File: src/rtl/pa_map.vh
// Register map, reset values and fixed codes of the picture
// adjust and luma noise reduction stage.
// Carries its own include guard and needs no timescale.
`ifndef PA_MAP_VH
`define PA_MAP_VH

// Control port subaddresses
`define OFS_HUE        6'h20
`define OFS_BRIGHT     6'h21
`define OFS_SHARP      6'h22
`define OFS_NR_GAIN    6'h23
`define OFS_NR_THRBLK  6'h24
`define OFS_NR_MODEOFS 6'h25

// Reset values
`define RST_HUE        8'h80
`define RST_BRIGHT     8'h00
`define RST_SHARP      8'h06
`define RST_NR_GAIN    8'h00
`define RST_NR_THRBLK  8'h00
`define RST_NR_MODEOFS 8'h00

// Field positions
`define BRIGHT_MSB     6
`define SHARP_MSB      3
`define BORDER_GAIN_LSB 0
`define BLOCK_GAIN_LSB 4
`define THR_MSB        5
`define BORDER_W_BIT   6
`define BLOCK_SZ_BIT   7
`define INSEL_MSB      2
`define MODE_BIT       3
`define GRID_OFS_LSB   4

// Fixed codes
`define HUE_ZERO       8'h80
`define SHARP_NOMINAL  4'h6
`define LUMA_EXTENDED  3'h4
`define GAIN_MAX       4'h8
`define INSEL_AVG2     3'h1
`define INSEL_AVG4     3'h2
`define LAST_BIG       4'hf
`define LAST_SMALL     4'h7
`define HALF_WIDE      4'h2
`define HALF_NARROW    4'h1
`define DNR_SHIFT      3
`define SHARP_SHIFT    4
`define SCALE_SHIFT    7

// Stream buffer shape
`define FIFO_WIDTH     19
`define FIFO_DEPTH     16

`endif

File: src/rtl/pixel_fifo.v
// Synchronous first-in first-out buffer for the pixel stream.
// Assumes one clock and a synchronous active-high reset.
`timescale 1ns/100ps
`default_nettype none

module pixel_fifo
#(
    parameter WIDTH = 19,
    parameter DEPTH = 16,
    parameter AW    = 4
)
(
    // Clock and reset
    input  wire             clk,
    input  wire             rst,
    // Filling side
    input  wire [WIDTH-1:0] in_data,
    input  wire             in_valid,
    output wire             in_ready,
    // Draining side
    output wire [WIDTH-1:0] out_data,
    output wire             out_valid,
    input  wire             out_ready
);

    reg [WIDTH-1:0] mem [0:DEPTH-1]; // Storage words
    reg [AW-1:0]    wp_q;            // Write pointer
    reg [AW-1:0]    rp_q;            // Read pointer
    reg [AW:0]      cnt_q;           // Words held
    wire            push;            // Word accepted
    wire            pop;             // Word drained

    // Full and empty come straight from the count
    assign in_ready  = (cnt_q != DEPTH[AW:0]);
    assign out_valid = (cnt_q != {(AW+1){1'b0}});
    assign out_data  = mem[rp_q];
    assign push      = in_valid & in_ready;
    assign pop       = out_valid & out_ready;

    // Storage has no reset; only written words are ever read
    always @(posedge clk)
    begin
        if (push)
            mem[wp_q] <= in_data;
    end

    // Pointers and count
    always @(posedge clk)
    begin
        if (rst)
        begin
            wp_q  <= {AW{1'b0}};
            rp_q  <= {AW{1'b0}};
            cnt_q <= {(AW+1){1'b0}};
        end
        else
        begin
            if (push)
                wp_q <= wp_q + 1'b1;
            if (pop)
                rp_q <= rp_q + 1'b1;
            if (push & ~pop)
                cnt_q <= cnt_q + 1'b1;
            else if (pop & ~push)
                cnt_q <= cnt_q - 1'b1;
        end
    end

endmodule // pixel_fifo

`default_nettype wire

File: src/rtl/picture_adjust_noise_reduce.v
// Picture adjust and block based luma noise reduction stage.
// Assumes a 4:2:2 stream, one luma and one chroma sample a word,
// all inputs synchronous to REF_CLK.
`timescale 1ns/100ps
`default_nettype none
`include "pa_map.vh"

module picture_adjust_noise_reduce
(
    // Clock and reset
    input  wire       REF_CLK,
    input  wire       SYS_RST,
    // Control port
    input  wire [5:0] REG_ADDR,
    input  wire [7:0] REG_WDATA,
    input  wire       REG_WR,
    input  wire       REG_RD,
    output reg  [7:0] REG_RDATA,
    // Mode controls held elsewhere
    input  wire [2:0] LUMA_FILTER_SELECT,
    input  wire       SHARPNESS_FILTER_ENABLE,
    input  wire [7:0] LUMA_SCALE_VALUE,
    // Pixel stream in
    input  wire [7:0] PIX_Y,
    input  wire [7:0] PIX_C,
    input  wire       PIX_LINE,
    input  wire       PIX_FIELD,
    input  wire       PIX_ACTIVE,
    input  wire       PIX_VALID,
    output wire       PIX_READY,
    // Pixel stream out
    output reg  [7:0] OUT_Y,
    output reg  [7:0] OUT_C,
    output reg  [7:0] OUT_HUE_PHASE,
    output reg        OUT_ACTIVE,
    output reg        OUT_VALID,
    input  wire       OUT_READY,
    // Effective sharpness response
    output reg  [3:0] SHARP_CODE,
    output reg        SHARP_ON
);

    // Saturate a signed sum to an unsigned byte
    function [7:0] sat8;
        input signed [12:0] v;
        begin
            if (v < 13'sd0)
                sat8 = 8'h00;
            else if (v > 13'sd255)
                sat8 = 8'hff;
            else
                sat8 = v[7:0];
        end
    endfunction

    // Detail band of the luma, the part that gets cored
    function signed [9:0] band;
        input [2:0] sel;
        input [7:0] y0;
        input [7:0] y1;
        input [7:0] y2;
        input [7:0] y3;
        input [7:0] y4;
        reg   [9:0] s2;
        reg   [9:0] s4;
        begin
            s2 = {2'b00, y1} + {2'b00, y2};
            s4 = s2 + {2'b00, y3} + {2'b00, y4};
            case (sel)
                `INSEL_AVG2:
                    band = $signed({2'b00, y0}) - $signed({1'b0, s2[9:1]});
                `INSEL_AVG4:
                    band = $signed({2'b00, y0}) - $signed({2'b00, s4[9:2]});
                default:
                    // Widest band: plain sample difference
                    band = $signed({2'b00, y0}) - $signed({2'b00, y1});
            endcase
        end
    endfunction

    // True when a grid position lies in the border strip
    function edge_of;
        input [3:0] pos;
        input       big;
        input       wide;
        reg   [3:0] p;
        reg   [3:0] last;
        reg   [3:0] half;
        begin
            p    = big ? pos : {1'b0, pos[2:0]};
            last = big ? `LAST_BIG : `LAST_SMALL;
            half = wide ? `HALF_WIDE : `HALF_NARROW;
            edge_of = (p < half) || (p > (last - half));
        end
    endfunction

    // Control registers
    reg [7:0] hue_q;        // Hue phase offset
    reg [7:0] bright_q;     // Brightness setup
    reg [7:0] sharp_q;      // Sharpness response
    reg [7:0] gain_q;       // Border and block coring gains
    reg [7:0] thrblk_q;     // Threshold, border width, block size
    reg [7:0] modeofs_q;    // Input filter, mode, grid offset

    // Field views
    wire [6:0] brightness_value       = bright_q[`BRIGHT_MSB:0];
    wire [3:0] sharpness_code         = sharp_q[`SHARP_MSB:0];
    wire [3:0] border_coring_gain     = gain_q[`BORDER_GAIN_LSB+3:`BORDER_GAIN_LSB];
    wire [3:0] block_coring_gain      = gain_q[`BLOCK_GAIN_LSB+3:`BLOCK_GAIN_LSB];
    wire [5:0] noise_threshold        = thrblk_q[`THR_MSB:0];
    wire       border_width_sel       = thrblk_q[`BORDER_W_BIT];
    wire       block_size_sel         = thrblk_q[`BLOCK_SZ_BIT];
    wire [2:0] noise_input_filter_sel = modeofs_q[`INSEL_MSB:0];
    wire       noise_mode_sel         = modeofs_q[`MODE_BIT];
    wire [3:0] block_grid_offset      = modeofs_q[`GRID_OFS_LSB+3:`GRID_OFS_LSB];

    // Register writes; all six hold what software wrote, and the
    // upper sharpness bits are kept so a read shows them back
    always @(posedge REF_CLK)
    begin
        if (SYS_RST)
        begin
            hue_q     <= `RST_HUE;
            bright_q  <= `RST_BRIGHT;
            sharp_q   <= `RST_SHARP;
            gain_q    <= `RST_NR_GAIN;
            thrblk_q  <= `RST_NR_THRBLK;
            modeofs_q <= `RST_NR_MODEOFS;
        end
        else if (REG_WR)
        begin
            case (REG_ADDR)
                `OFS_HUE:        hue_q     <= REG_WDATA;
                `OFS_BRIGHT:     bright_q  <= REG_WDATA;
                `OFS_SHARP:      sharp_q   <= REG_WDATA;
                `OFS_NR_GAIN:    gain_q    <= REG_WDATA;
                `OFS_NR_THRBLK:  thrblk_q  <= REG_WDATA;
                `OFS_NR_MODEOFS: modeofs_q <= REG_WDATA;
                default:         hue_q     <= hue_q;
            endcase
        end
    end

    // Register reads answer one cycle after the strobe;
    // unmapped subaddresses read as zero
    always @(posedge REF_CLK)
    begin
        if (SYS_RST)
            REG_RDATA <= 8'h00;
        else if (REG_RD)
        begin
            case (REG_ADDR)
                `OFS_HUE:        REG_RDATA <= hue_q;
                `OFS_BRIGHT:     REG_RDATA <= bright_q;
                `OFS_SHARP:      REG_RDATA <= sharp_q;
                `OFS_NR_GAIN:    REG_RDATA <= gain_q;
                `OFS_NR_THRBLK:  REG_RDATA <= thrblk_q;
                `OFS_NR_MODEOFS: REG_RDATA <= modeofs_q;
                default:         REG_RDATA <= 8'h00;
            endcase
        end
    end

    // Input buffer; it absorbs stalls on the output side, and
    // when it fills PIX_READY drops back to the source
    wire [`FIFO_WIDTH-1:0] f_in;   // Packed input word
    wire [`FIFO_WIDTH-1:0] f_out;  // Packed buffered word
    wire                   f_valid; // Buffered word present
    wire                   take;    // Word consumed this cycle

    assign f_in = {PIX_FIELD, PIX_LINE, PIX_ACTIVE, PIX_C, PIX_Y};

    pixel_fifo
    #(
        .WIDTH (`FIFO_WIDTH),
        .DEPTH (`FIFO_DEPTH),
        .AW    (4)
    )
    u_fifo
    (
        .clk       (REF_CLK),
        .rst       (SYS_RST),
        .in_data   (f_in),
        .in_valid  (PIX_VALID),
        .in_ready  (PIX_READY),
        .out_data  (f_out),
        .out_valid (f_valid),
        .out_ready (take)
    );

    // Unpacked buffered word
    wire [7:0] y0     = f_out[7:0];
    wire [7:0] c0     = f_out[15:8];
    wire       act0   = f_out[16];
    wire       line0  = f_out[17];
    wire       field0 = f_out[18];

    // Drain when the output register is free or being emptied
    assign take = f_valid & (OUT_READY | ~OUT_VALID);

    // Luma history and block grid counters
    reg [7:0] y1_q;    // Previous luma
    reg [7:0] y2_q;    // Two back
    reg [7:0] y3_q;    // Three back
    reg [7:0] y4_q;    // Four back
    reg [3:0] hcnt_q;  // Pixel count within line, wraps
    reg [3:0] vcnt_q;  // Line count within field, wraps

    // Current pixel and line positions; a line or field flag
    // marks the word that is position zero
    wire [3:0] hnow = line0 ? 4'h0 : hcnt_q;
    wire [3:0] vnow = field0 ? 4'h0 : (line0 ? vcnt_q + 4'h1 : vcnt_q);

    // Grid shifted against the data by whole pixels
    wire [3:0] hpos = hnow + block_grid_offset;

    // Border strip test in both directions
    wire in_border = edge_of(hpos, block_size_sel, border_width_sel) |
                     edge_of(vnow, block_size_sel, border_width_sel);

    // Gain in force at this pixel, limited to the top step
    wire [3:0] g_raw = in_border ? border_coring_gain : block_coring_gain;
    wire [3:0] gain  = (g_raw > `GAIN_MAX) ? `GAIN_MAX : g_raw;

    // Detail band and its magnitude
    wire signed [9:0] hp  = band(noise_input_filter_sel, y0, y1_q, y2_q, y3_q, y4_q);
    wire        [9:0] mag = hp[9] ? (10'h000 - hp) : hp;

    // Noise lies below the threshold, detail above it
    wire below = (mag < {4'h0, noise_threshold});
    wire above = (mag > {4'h0, noise_threshold});

    // Scaled band; eighths in reduction mode, sixteenths when
    // sharpening, so a gain of 8 reaches 1 or 0.5
    wire signed [14:0] prod = hp * $signed({1'b0, gain});
    wire signed [14:0] cut  = prod >>> `DNR_SHIFT;
    wire signed [14:0] lift = prod >>> `SHARP_SHIFT;

    // Cored luma
    reg signed [12:0] nr_sum;  // Luma after coring, unclipped
    always @*
    begin
        nr_sum = $signed({5'h00, y0});
        if (!noise_mode_sel)
        begin
            // Reduction: take a fraction of the noise away
            if (below)
                nr_sum = $signed({5'h00, y0}) - cut[12:0];
        end
        else
        begin
            // Sharpening: add a fraction of the detail back
            if (above)
                nr_sum = $signed({5'h00, y0}) + lift[12:0];
        end
    end

    wire [7:0] y_nr = sat8(nr_sum);

    // Contrast first, brightness setup after it
    wire [15:0] scaled = y_nr * LUMA_SCALE_VALUE;
    wire [8:0]  y_sc   = scaled[15:`SCALE_SHIFT];

    // Seven-bit two's complement setup, sign extended; the
    // negative half reaches below zero setup for -7.5 IRE
    wire signed [12:0] setup = {{6{brightness_value[6]}}, brightness_value};
    wire signed [12:0] y_sum = $signed({4'h0, y_sc}) + setup;

    // Hue offset in steps of 1/2048 turn about the zero code;
    // it steers the subcarrier only, so luma never sees it
    wire [7:0] hue_rel = hue_q - `HUE_ZERO;

    // History and counters advance on each consumed word
    always @(posedge REF_CLK)
    begin
        if (SYS_RST)
        begin
            y1_q   <= 8'h00;
            y2_q   <= 8'h00;
            y3_q   <= 8'h00;
            y4_q   <= 8'h00;
            hcnt_q <= 4'h0;
            vcnt_q <= 4'h0;
        end
        else if (take)
        begin
            y1_q   <= y0;
            y2_q   <= y1_q;
            y3_q   <= y2_q;
            y4_q   <= y3_q;
            hcnt_q <= hnow + 4'h1;
            vcnt_q <= vnow;
        end
    end

    // Output word register with its valid flag
    always @(posedge REF_CLK)
    begin
        if (SYS_RST)
        begin
            OUT_Y         <= 8'h00;
            OUT_C         <= 8'h00;
            OUT_HUE_PHASE <= 8'h00;
            OUT_ACTIVE    <= 1'b0;
            OUT_VALID     <= 1'b0;
        end
        else if (take)
        begin
            OUT_Y      <= sat8(y_sum);
            OUT_C      <= c0;
            OUT_ACTIVE <= act0;
            OUT_VALID  <= 1'b1;
            // Shift applies in active video only; burst keeps zero
            OUT_HUE_PHASE <= act0 ? hue_rel : 8'h00;
        end
        else if (OUT_READY)
        begin
            OUT_VALID <= 1'b0;
        end
    end

    // Sharpness response reaches the luma filter only in the
    // extended selection with its enable set; otherwise nominal
    always @(posedge REF_CLK)
    begin
        if (SYS_RST)
        begin
            SHARP_CODE <= `SHARP_NOMINAL;
            SHARP_ON   <= 1'b0;
        end
        else if ((LUMA_FILTER_SELECT == `LUMA_EXTENDED) && SHARPNESS_FILTER_ENABLE)
        begin
            SHARP_CODE <= sharpness_code;
            SHARP_ON   <= 1'b1;
        end
        else
        begin
            SHARP_CODE <= `SHARP_NOMINAL;
            SHARP_ON   <= 1'b0;
        end
    end

endmodule // picture_adjust_noise_reduce

`default_nettype wire

File: config.mk
export PLATFORM = sky130hd
export DESIGN_NAME = picture_adjust_noise_reduce
export DESIGN_NICKNAME = d
export VERILOG_FILES = /design/src/rtl/pixel_fifo.v /design/src/rtl/picture_adjust_noise_reduce.v
export VERILOG_INCLUDE_DIRS = /design/src /design/src/rtl
export SDC_FILE = /design/constraint.sdc
export NUM_CORES = 1
export LEC_CHECK = 0
export BUFFER_PORTS_ARGS = -buffer_cell sky130_fd_sc_hd__buf_2
export CORE_MARGIN = 4
export CORE_UTILIZATION = 65
export DETAILED_ROUTE_END_ITERATION = 16
export PLACE_DENSITY = 0.88
export RECOVER_POWER = 50
export SLEW_MARGIN = 20
export SYNTH_ARGS = -nofsm -noshare
export SYNTH_HDL_FRONTEND = slang
export SYNTH_SLANG_ARGS = --single-unit
File: constraint.sdc
create_clock -name REF_CLK -period 23.4 [get_ports REF_CLK]
set_clock_uncertainty 0.05 [all_clocks]
set_input_delay 1.17 -clock REF_CLK [delete_from_list [all_inputs] [get_ports REF_CLK]]
set_output_delay 1.17 -clock REF_CLK [all_outputs]
set_load 0.01 [all_outputs]
After elaboration in Yosys (flattened, before gate mapping)
Memories as Yosys holds them, arrays and structs flattened. A register that Yosys moved wholly into a read port is not among the register bits.
Cells that the tools add are included.
W data, S select, Z words.
- $add $sub $neg: 19
- multipliers: 2
- div/mod/pow operators: 0
- order comparisons: 11
- equal/unequal tests: 10
- shifts and indexed selects: 0
- muxes and demuxes: 29
- bitwise operators: 11
- reductions and logical operators: 13
- operators with widths (kind ; count):
    $pmux W8 S6 ; 1
    $mux W4 ; 10
    $mux W8 ; 5
    $mux W13 ; 3
    $eq A6 B6 Y1 const B ; 6
    $sub A8 B8 Y9 ; 3
    $pmux W10 S2 ; 1
    $add A4 B1 Y4 const B ; 4
    $mul A8 B8 Y16 ; 1
    $mul A10 B5 Y15 ; 1
    $gt A13 B9 Y1 const B ; 1
    $lt A13 B1 Y1 const B ; 1
    $sub A9 B12 Y13 ; 1
    $add A9 B11 Y12 ; 1
    $reduce_and A2 Y1 ; 6
    $add A10 B7 Y11 ; 1
    $gt A11 B9 Y1 const B ; 1
    $lt A11 B1 Y1 const B ; 1
    $add A10 B8 Y10 ; 1
    $add A9 B8 Y10 ; 1
    $gt A10 B6 Y1 ; 1
    $lt A10 B6 Y1 ; 1
    $mux W10 ; 1
    $mux W5 ; 2
    25 further kinds ; 40
- bits in registers: 140
- latch bits: 0
- bits in writable memories: 304
- bits in read-only memories: 0
- bits of input ports: 51
- output and inout port bits: 40
- logic and storage cells: 119
- memories: 1
- memory list (memory ; depth ; width ; rd ports ; clocked after Yosys merged registers in ; write ports ; line ; RTL):
    u_fifo.mem ; 16 ; 19 ; 1 ; 1 ; 1 ; pixel_fifo.v:26 ; reg [WIDTH-1:0] mem [0:DEPTH-1];

Longest topological paths before layout
Gate-level depths: netlist of the first run.
- word-level depth: 22
- gate-level depth with buffers: 73
- gate-level depth less buffers: 71

Modules after synthesis
From an unflattened synthesis of the first run, not the netlist that was laid out.
- cells, all modules: 1987
- area, all modules: 24069.3 µm²
- by module, submodules not included (module ; instances ; cells each ; area each (µm²) ; sequential area each (µm²)):
    pixel_fifo ; 1 ; 578 ; 12328.1 ; 9469.1
    picture_adjust_noise_reduce ; 1 ; 1409 ; 11741.3 ; 2542.4

Least setup slack after synthesis of the first run
No wires, ideal clock.
- path type: reg2reg
- from: register y1_q[0]
- to: register OUT_Y[2]
- setup time: 70 ps
- arrival time: 14269 ps
- data required time: 23280 ps
- setup slack: 9011 ps
- cell stages (with the launch flop): 64
- path buffers: 1
- clock period less this slack: 14389 ps
- path through: dfxtp_1 > ha_1 > inv_1 > fa_1 > xnor2_1 > fa_1 > inv_1 > fa_1 > nor2_1 > a221o_1 > ha_1 > fa_1 > xor2_1 > nor2_1 > ha_1 > inv_1 > fa_1 > inv_1 > (+28 left out) > nor3_1 > a21boi_0 > o211ai_2 > a31oi_1 > xnor2_1 > fa_1 > a21oi_1 > nor2_1 > nor2_1 > o21bai_1 > a21oi_1 > o21ai_0 > xnor2_1 > nand2_1 > o21ai_0 > a22oi_1 > o211ai_1 > a21oi_1
- longest elaborated chain between the ends: 18
- elaborated cells on any way between the ends: 27
- classes of those cells: add/sub: 10; mul: 2; order compare: 6; mux: 9
- RTL lines (element ; line ; RTL):
    from (decl) ; picture_adjust_noise_reduce.v:202 ; reg [7:0] y1_q;
    from (signal assigned) ; picture_adjust_noise_reduce.v:287 ; y1_q <= y0;
    $add A8 B8 Y9 ; picture_adjust_noise_reduce.v:67 ; s2 = {2'b00, y1} + {2'b00, y2};
    $add A9 B8 Y10 ; picture_adjust_noise_reduce.v:68 ; s4 = s2 + {2'b00, y3} + {2'b00, y4};
    $add A10 B8 Y10 ; picture_adjust_noise_reduce.v:68 ;
    $sub A8 B8 Y9 ; picture_adjust_noise_reduce.v:73 ; band = $signed({2'b00, y0}) - $signed({2'b00, s4[9:2]});
    $pmux W10 S2 (*) ; picture_adjust_noise_reduce.v:69 ; case (sel)
    branches (longest 4 deep; another with $mul A10 B5 Y15) ; - ;
    $mux W13 (*) ; picture_adjust_noise_reduce.v:244 ; if (!noise_mode_sel)
    $gt A13 B9 Y1 ; picture_adjust_noise_reduce.v:49 ; else if (v > 13'sd255)
    $mux W8 ; picture_adjust_noise_reduce.v:49 ;
    $mux W8 (*) ; picture_adjust_noise_reduce.v:47 ; if (v < 13'sd0)
    $mul A8 B8 Y16 (*) ; picture_adjust_noise_reduce.v:261 ; wire [15:0] scaled = y_nr * LUMA_SCALE_VALUE;
    $add A10 B7 Y11 (*) ; picture_adjust_noise_reduce.v:267 ; wire signed [12:0] y_sum = $signed({4'h0, y_sc}) + setup;
    $gt A11 B9 Y1 ; picture_adjust_noise_reduce.v:49 ;
    $mux W8 ; picture_adjust_noise_reduce.v:49 ;
    $mux W8 (*) ; picture_adjust_noise_reduce.v:47 ;
    to (signal assigned) ; picture_adjust_noise_reduce.v:309 ; OUT_Y <= sat8(y_sum);
    to (decl) ; picture_adjust_noise_reduce.v:32 ; output reg [7:0] OUT_Y,
Every way passes the cells marked *.
A chain may end at the register's enable or synchronous reset.

==> summary.txt, run 1 <==
Worst hold path
  • HP Class: reg2reg

STA
  • RSZ-0062 raised after global routing: no
  • Fmax: around 0.057 GHz
  • # setup viols final: 0
  • Final hold violation count: 0
  • Final Max Slew Viols: ~150
  • Tcrit/Tclk final: 75.27%
  • Slew HR: -46.84%
  • Fin Hold WS: between 0.4 and 0.5 ns
  • Post-route setup TNS: 0 ns
  • Worst-Margin Slew: 2.203 ns
  • Tmin final: between 15 and 20 ns

Global routing
  • Largest net degree at the start of global routing: 91
  • Initial antenna violation count: 0
  • Tot GR Track Use: 30.07%
  • Global-route wire length before repair: between 90 and 100 mm
  • Vias in the first global route: about 17000
  • Total gr overflow: 0

Clock tree
  • CTS tree: built
  • Clock Sinks: ~450
  • Cts bufs inserted: 44
  • H-tree Lvls: 2
  • CTS root buf: clkbuf_16
  • Clock-pin slew on the worst setup and hold paths: 0.06 ns
  • Hold buffers post-CTS: 0
  • Clock Latency Late Sink: around 0.60 ns
  • Clock Tree Buf Depth: 3
  • Post-CTS sizing: 0
  • Number of buffers added for setup after CTS: 0

Synthesis
  • Synth warnings: 0
  • EDFF count, synth: around 300
  • Post-synthesis simple-gate area fraction: around 10%
  • Synth Area in XOR/XNOR: ~2.4%
  • Synth area leader: edfxtp_1
  • Area contributors post-synth: edfxtp_1 38%, dfxtp_1 12%, mux4_2 9.0%, ha_1 7.2%, fa_1 5.8%
  • Gate count after technology mapping: 1931
  • Async set-or-reset flop fraction in the synthesized netlist: 0%
  • Top post-synthesis cells by count: 304 x edfxtp_1, 189 x nor2_1, 152 x nand2_1, 144 x dfxtp_1, 138 x ha_1
  • Yosys top cell area share: about two fifths
  • Compound-gate portion of the synthesized area: under 10%
  • Dominant cell by count in the synthesized netlist: edfxtp_1
  • Seq cells post-synth: 448
  • Ys flop type: edfxtp_1
  • Adder-cell share of the synthesized area: between 10 and 15%
  • Mapped Nets: 2189
  • Synth Cell Area: about 0.024 mm2
  • Largest family of logic cells by synthesized area: adder cells
  • Syn avg cell area: approximately 12 um2
  • Multiplexer area fraction after synthesis: 12.71%
  • Seq/Total Area, Yosys: about half
  • Library cells used by synthesis: 80

Setup path
  • Max FO, Critical Path: 40
  • Critical Path RT: 23.82 ns
  • WP data arrival: ~18 ns
  • CP Class: reg2reg
  • Crit. End Element: flip-flop
  • CP peak stage delay: a little over 0.8 ns
  • Crit start category: flip-flop
  • CP max-delay cell: mux2i_1

Routing
  • Routed WL: roughly 60 mm
  • Post-DR wirelength/cell: about 24 um
  • Iter 0 DRT Violations: 1513
  • Max Used Layer: met4
  • Met2 wire len: 31.12 mm
  • DR WL met3: roughly 4.4 mm
  • # DRC: 0
  • Final ANT Viol Nets: 0
  • Via/cell ratio: between 6 and 7
  • DR vias: 16140
  • Post-Route M1 WL: ~22 mm
  • Drt pass-1 iters: 5

Outcome
  • Status: complete, but fails checks
  • Failing checks: capacitance limit, slew limit

Cells and area
  • Layout cells sized above 1: 14.53%
  • Area delta synth->final: 9.864%
  • Multi-input logic area: between 0.01 and 0.015 mm2
  • Fillers: about 2300
  • NumNets Final: approximately 2300
  • Antenna cell count: 0
  • FF+latch area: ~0.012 mm2

Floorplan
  • Die area: 0.04004 mm2
  • Row count: 70
  • IO Pins: between 90 and 100
  • Chip width: 200.1 um
  • Starting Density: roughly 66%
  • Die height: about 200 um
  • Core footprint: 0.03652 mm2

Place
  • DP Wirelength: around 38 mm
  • Placer Congestion: just over 0.9
  • I/O Buffers: 90

Job
  • Number of max-cap violations: 6
[cell families (layout without fill, tap and decap cells)]
logic type	after synthesis	after routing
DFF	448	448
xor gates and xnor gates	64	64
muxes	183	183
and+or+nand+nor	531	531
buffers and inverters	188	315
adders and majority gates	207	207
AOI/OAI and AO/OA	310	310
[critical path, delay by kind of cell, from the launching register on]
family,cells,cell delay (ns)
buf+inv,7,0.93
fa+ha+maj,12,4.65
flops,1,0.34
xor+xnor,3,0.46
mux,4,1.94
compound gates,26,6.51
simple gates,11,2.51
[state kept, by name, indices dropped and copies added, names as in the netlist, 5 cells and up, named ones only]
register and cells:
OUT_Y 8, y2_q 8, OUT_C 8, hue_q 8, u_fifo.cnt_q 5, y3_q 8
REG_RDATA 8, bright_q 8, sharp_q 8, modeofs_q 8, u_fifo.mem 304, gain_q 8
OUT_HUE_PHASE 8, y4_q 8, y1_q 8, thrblk_q 8
[worst paths after layout]
path                            slack (ns)      start       end  cells past startpoint
worst max-delay path                  5.79  flip-flop  OUT_Y[3]                     63
worst min-delay path                  0.40   OUT_Y[6]  OUT_Y[6]                      2
worst max register to register        5.79  flip-flop  OUT_Y[3]                     63
worst min register to register        0.40   OUT_Y[6]  OUT_Y[6]                      2
[final cells by class]
cell class	count	share of cell area [%]
Timing Repair Buffer	117	2.307
Clock inverter	21	0.7407
Inverter	116	1.652
Clock buffer	61	4.696
Multi-Input combinational cell	1295	42.77
Tap cell	468	2.222
Sequential cell	448	45.61
[metal layers]
layer / track usage (%) / vias up
li1: - / 7207
met1: 36.85 / 8004
met2: 53.25 / 759
met3: 5.132 / 170
met4: 12.52 / 0
met5: 0 / -
[through the flow]
| stage | worst slack (ns) | instances | cell area (um2) | utilization (%) |
|---|---|---|---|---|
| after floorplan | 9.011 | 1931 | 23990 | - |
| after global placement | 6.968 | 2444 | 25000 | 68.44 |
| after detailed placement | 6.165 | 2444 | 25000 | 68.44 |
| after CTS | 5.864 | 2526 | 26430 | 72.37 |
| after global routing | 4.250 | 2526 | 26350 | 72.15 |
| final | 5.788 | 2526 | 26350 | 72.15 |
[placed cells by master, fill, tap and decap left out, types with 38 or more instances in the layout]
master       n
ha_1       138
mux4_2      96
mux2i_1     78
nand2_1    152
edfxtp_1   304
dfxtp_1    142
buf_2       69
nor2_1     187
nor2b_1     59
a21oi_1    126
fa_1        69
inv_1      115
o21ai_0     40
clkbuf_16   45
nand3_1     38
Power of run 1 is left out: the tool's default activity adds up to more than one toggle a clock period on the data nets, which glitch-free logic cannot reach.
==> inputs of run 2 (changes only) <==
- ABC_AREA: unset -> 1
- CORE_UTILIZATION: 65 -> 57
- PLACE_DENSITY: 0.88 -> 0.82
- clock period: 23.4 -> 14.6 ns (I/O delays scaled with it)
==> run 2 against run 1 <==
Net effect:
- the run still ends with capacitance limit, slew limit left
- clock-buffer cell count increased by 1
- worst hold slack improved by 0.0057 ns
- critical path depth grew 13
- fmax up 26%
- sequential cell count unchanged
- critical endpoint is now OUT_Y[1]
==> summary.txt, run 2 <==
Routing
  • DR vias: between 15000 and 20000
  • Via/cell ratio: roughly 6
  • Met2 wire len: approximately 31 mm
  • Drt pass-1 iters: 6
  • Iter 0 DRT Violations: 1985
  • Post-Route M1 WL: 23.88 mm
  • # DRC: 0
  • Final ANT Viol Nets: 0
  • Max Used Layer: met5
  • Post-DR wirelength/cell: just under 20 um
  • Routed WL: roughly 63 mm
  • DR WL met3: approximately 5 mm

Floorplan
  • Row count: between 70 and 80
  • Core footprint: 0.04204 mm2
  • Die area: around 0.046 mm2
  • IO Pins: 91
  • Starting Density: 57.69%
  • Die height: about 210 um
  • Chip width: between 200 and 250 um

Clock tree
  • Cts bufs inserted: between 40 and 50
  • Clock Latency Late Sink: approximately 0.55 ns
  • CTS tree: built
  • Clock Tree Buf Depth: 3
  • H-tree Lvls: 2
  • Clock Sinks: ~450
  • CTS root buf: clkbuf_16
  • Hold buffers post-CTS: 0
  • Clock-pin slew on the worst setup and hold paths: 0.07 ns

Cells and area
  • Layout cells sized above 1: roughly 11%
  • Reg with most FFs: u_fifo.mem
  • Commonest non-fill, non-tap cell in the layout: nor2_1
  • Area delta synth->final: 11.59%
  • Fillers: 3244
  • NumNets Final: between 2000 and 3000
  • Flip-flop count of the largest register after layout: 304
  • Commonest non-fill, non-tap cells in the layout: 401 x nor2_1, 306 x o21ai_0, 304 x edfxtp_1

Global routing
  • Tot GR Track Use: between 20% and 30%
  • Global-route wire length before repair: between 90 and 100 mm
  • Total gr overflow: 0
  • Largest net degree at the start of global routing: between 90 and 100
  • Vias in the first global route: 19100
  • Initial antenna violation count: 2

STA
  • Final Max Slew Viols: about 140
  • # setup viols final: 0
  • Tmin final: ~14 ns
  • Slew HR: -137.1%
  • Fmax: 0.07151 GHz
  • Tcrit/Tclk final: a little over nine tenths
  • Worst-Margin Slew: approximately 3.6 ns
  • Final hold violation count: 0
  • Final worst setup slack: between 0.6 and 0.7 ns
  • Post-route setup TNS: 0 ns

Setup path
  • CP peak stage delay: roughly 0.56 ns
  • Max FO, Critical Path: 8
  • WP data arrival: between 10 and 15 ns
  • CP Class: reg2reg
  • Crit start category: flip-flop
  • CP max-delay cell: fa_1
  • Critical Path RT: 15.03 ns
  • CP dominant cell by count: nand2_1
  • Crit. End Element: flip-flop

Synthesis
  • Ys flop type: edfxtp_1
  • Synth warnings: 0
  • Synth area leader: edfxtp_1
  • Area contributors post-synth: edfxtp_1 38%, dfxtp_1 12%, ha_1 7.1%, o21ai_0 6.7%, nor2_1 6.5%
  • Async set-or-reset flop fraction in the synthesized netlist: 0%
  • Yosys top cell area share: between 30% and 40%
  • EDFF count, synth: 304
  • Mapped Nets: 2838
  • Library cells used by synthesis: 58
  • Syn avg cell area: 9.401 um2
  • Synth Cell Area: approximately 0.024 mm2
  • Dominant cell by count in the synthesized netlist: nor2_1
  • Seq/Total Area, Yosys: about half
  • Seq cells post-synth: 448
  • Gate count after technology mapping: about 2600
  • Top post-synthesis cells by count: 418 x nor2_1, 326 x o21ai_0, 304 x edfxtp_1, 292 x inv_1, 262 x nand2_1

Place
  • Placer Congestion: about 0.94
  • I/O Buffers: 90
  • Setup Slack @ Placement: -0.3155 ns
  • DP Wirelength: 40.97 mm

Worst hold path
  • HP Class: reg2reg

Job
  • Number of max-cap violations: 3

Outcome
  • Failing checks: capacitance limit, slew limit
  • Status: complete, but fails checks
==> run 2: changes by cell type after synthesis, moves of 21 or more <==
cell	change
o21ai_0	+286
nor2_1	+229
inv_1	+177
nand2_1	+110
mux4_2	-96
mux2i_1	-78
nor2b_1	-59
o22ai_1	+54
clkbuf_1	+38
a21oi_1	+36
o221ai_1	+31
a21o_1	-27
nand3_1	+24
xnor2_1	-21
==> run 2: path summary, 6_finish.rpt <==
path                            depth (start not counted)             to  slack (ns)  startpoint
worst max-delay path                                   76       OUT_Y[1]        0.62     y1_q[0]
worst min-delay path                                    2  SHARP_CODE[1]        0.41  sharp_q[1]
worst max register to register                         76       OUT_Y[1]        0.62     y1_q[0]
worst min register to register                          2  SHARP_CODE[1]        0.41  sharp_q[1]
==> run 2: timing repair <==
item / CTS / global route
pin swaps: 0 / 40
endpoints found under the setup margin: 8 / 8
buffers inserted: 0 / 15
resized for setup: 11 / 106
==> run 2: area by class of cell <==
class / instances / area, um2 / share of cell area, %
repair buffers: 141 / 749.5 / 2.769
diodes: 1 / 2.502 / 0.009246
multi-input cells: 1738 / 11200 / 41.40
well taps: 539 / 674.4 / 2.492
flip-flops and latches: 448 / 12020 / 44.41
inverters: 298 / 1125 / 4.156
clock buffers: 62 / 1140 / 4.212
clock inverters: 16 / 148.9 / 0.5501
==> run 2: cells by family after synthesis <==
| family | after synthesis | synth area share, % |
|---|---|---|
| adder cells (fa/ha/maj) | 207 | 12.81 |
| AO/OA/AOI/OAI | 647 | 14.91 |
| AND/OR/NAND/NOR | 835 | 14.74 |
| XOR/XNOR | 49 | 1.769 |
| buffers and inverters | 394 | 6.242 |
| flip-flops | 448 | 49.52 |
==> run 2: worst max-delay path: cells and delay by family (launching register included) <==
| kind | cells | cell delay [ns] |
|---|---|---|
| AOI/OAI and AO/OA | 17 | 2.64 |
| xor gates and xnor gates | 2 | 0.40 |
| adders and majority gates | 16 | 6.39 |
| buffers and inverters | 11 | 0.77 |
| DFF | 1 | 0.35 |
| and+or+nand+nor | 30 | 3.25 |
==> run 2: layer usage <==
layer	vias up	GRT usage (%)
met3	215	3.755
met5	-	0
met2	958	46.62
li1	9000	-
met4	2	11.56
met1	9208	32.53
==> run 2: metrics by stage <==
stage | util (%) | hold slack [ns] | instances | instance area [um2]
2_1_floorplan | - | 0.3614 | 2580 | 24250
3_5_place_dp | 60.24 | 0.3842 | 3149 | 25320
5_1_grt | 64.38 | 0.4415 | 3243 | 27060
4_1_cts | 63.35 | 0.4024 | 3227 | 26630
6_report | 64.38 | 0.4103 | 3243 | 27060
3_3_place_gp | 60.24 | 0.3825 | 3149 | 25320
Power of run 2 is left out for the same reason.
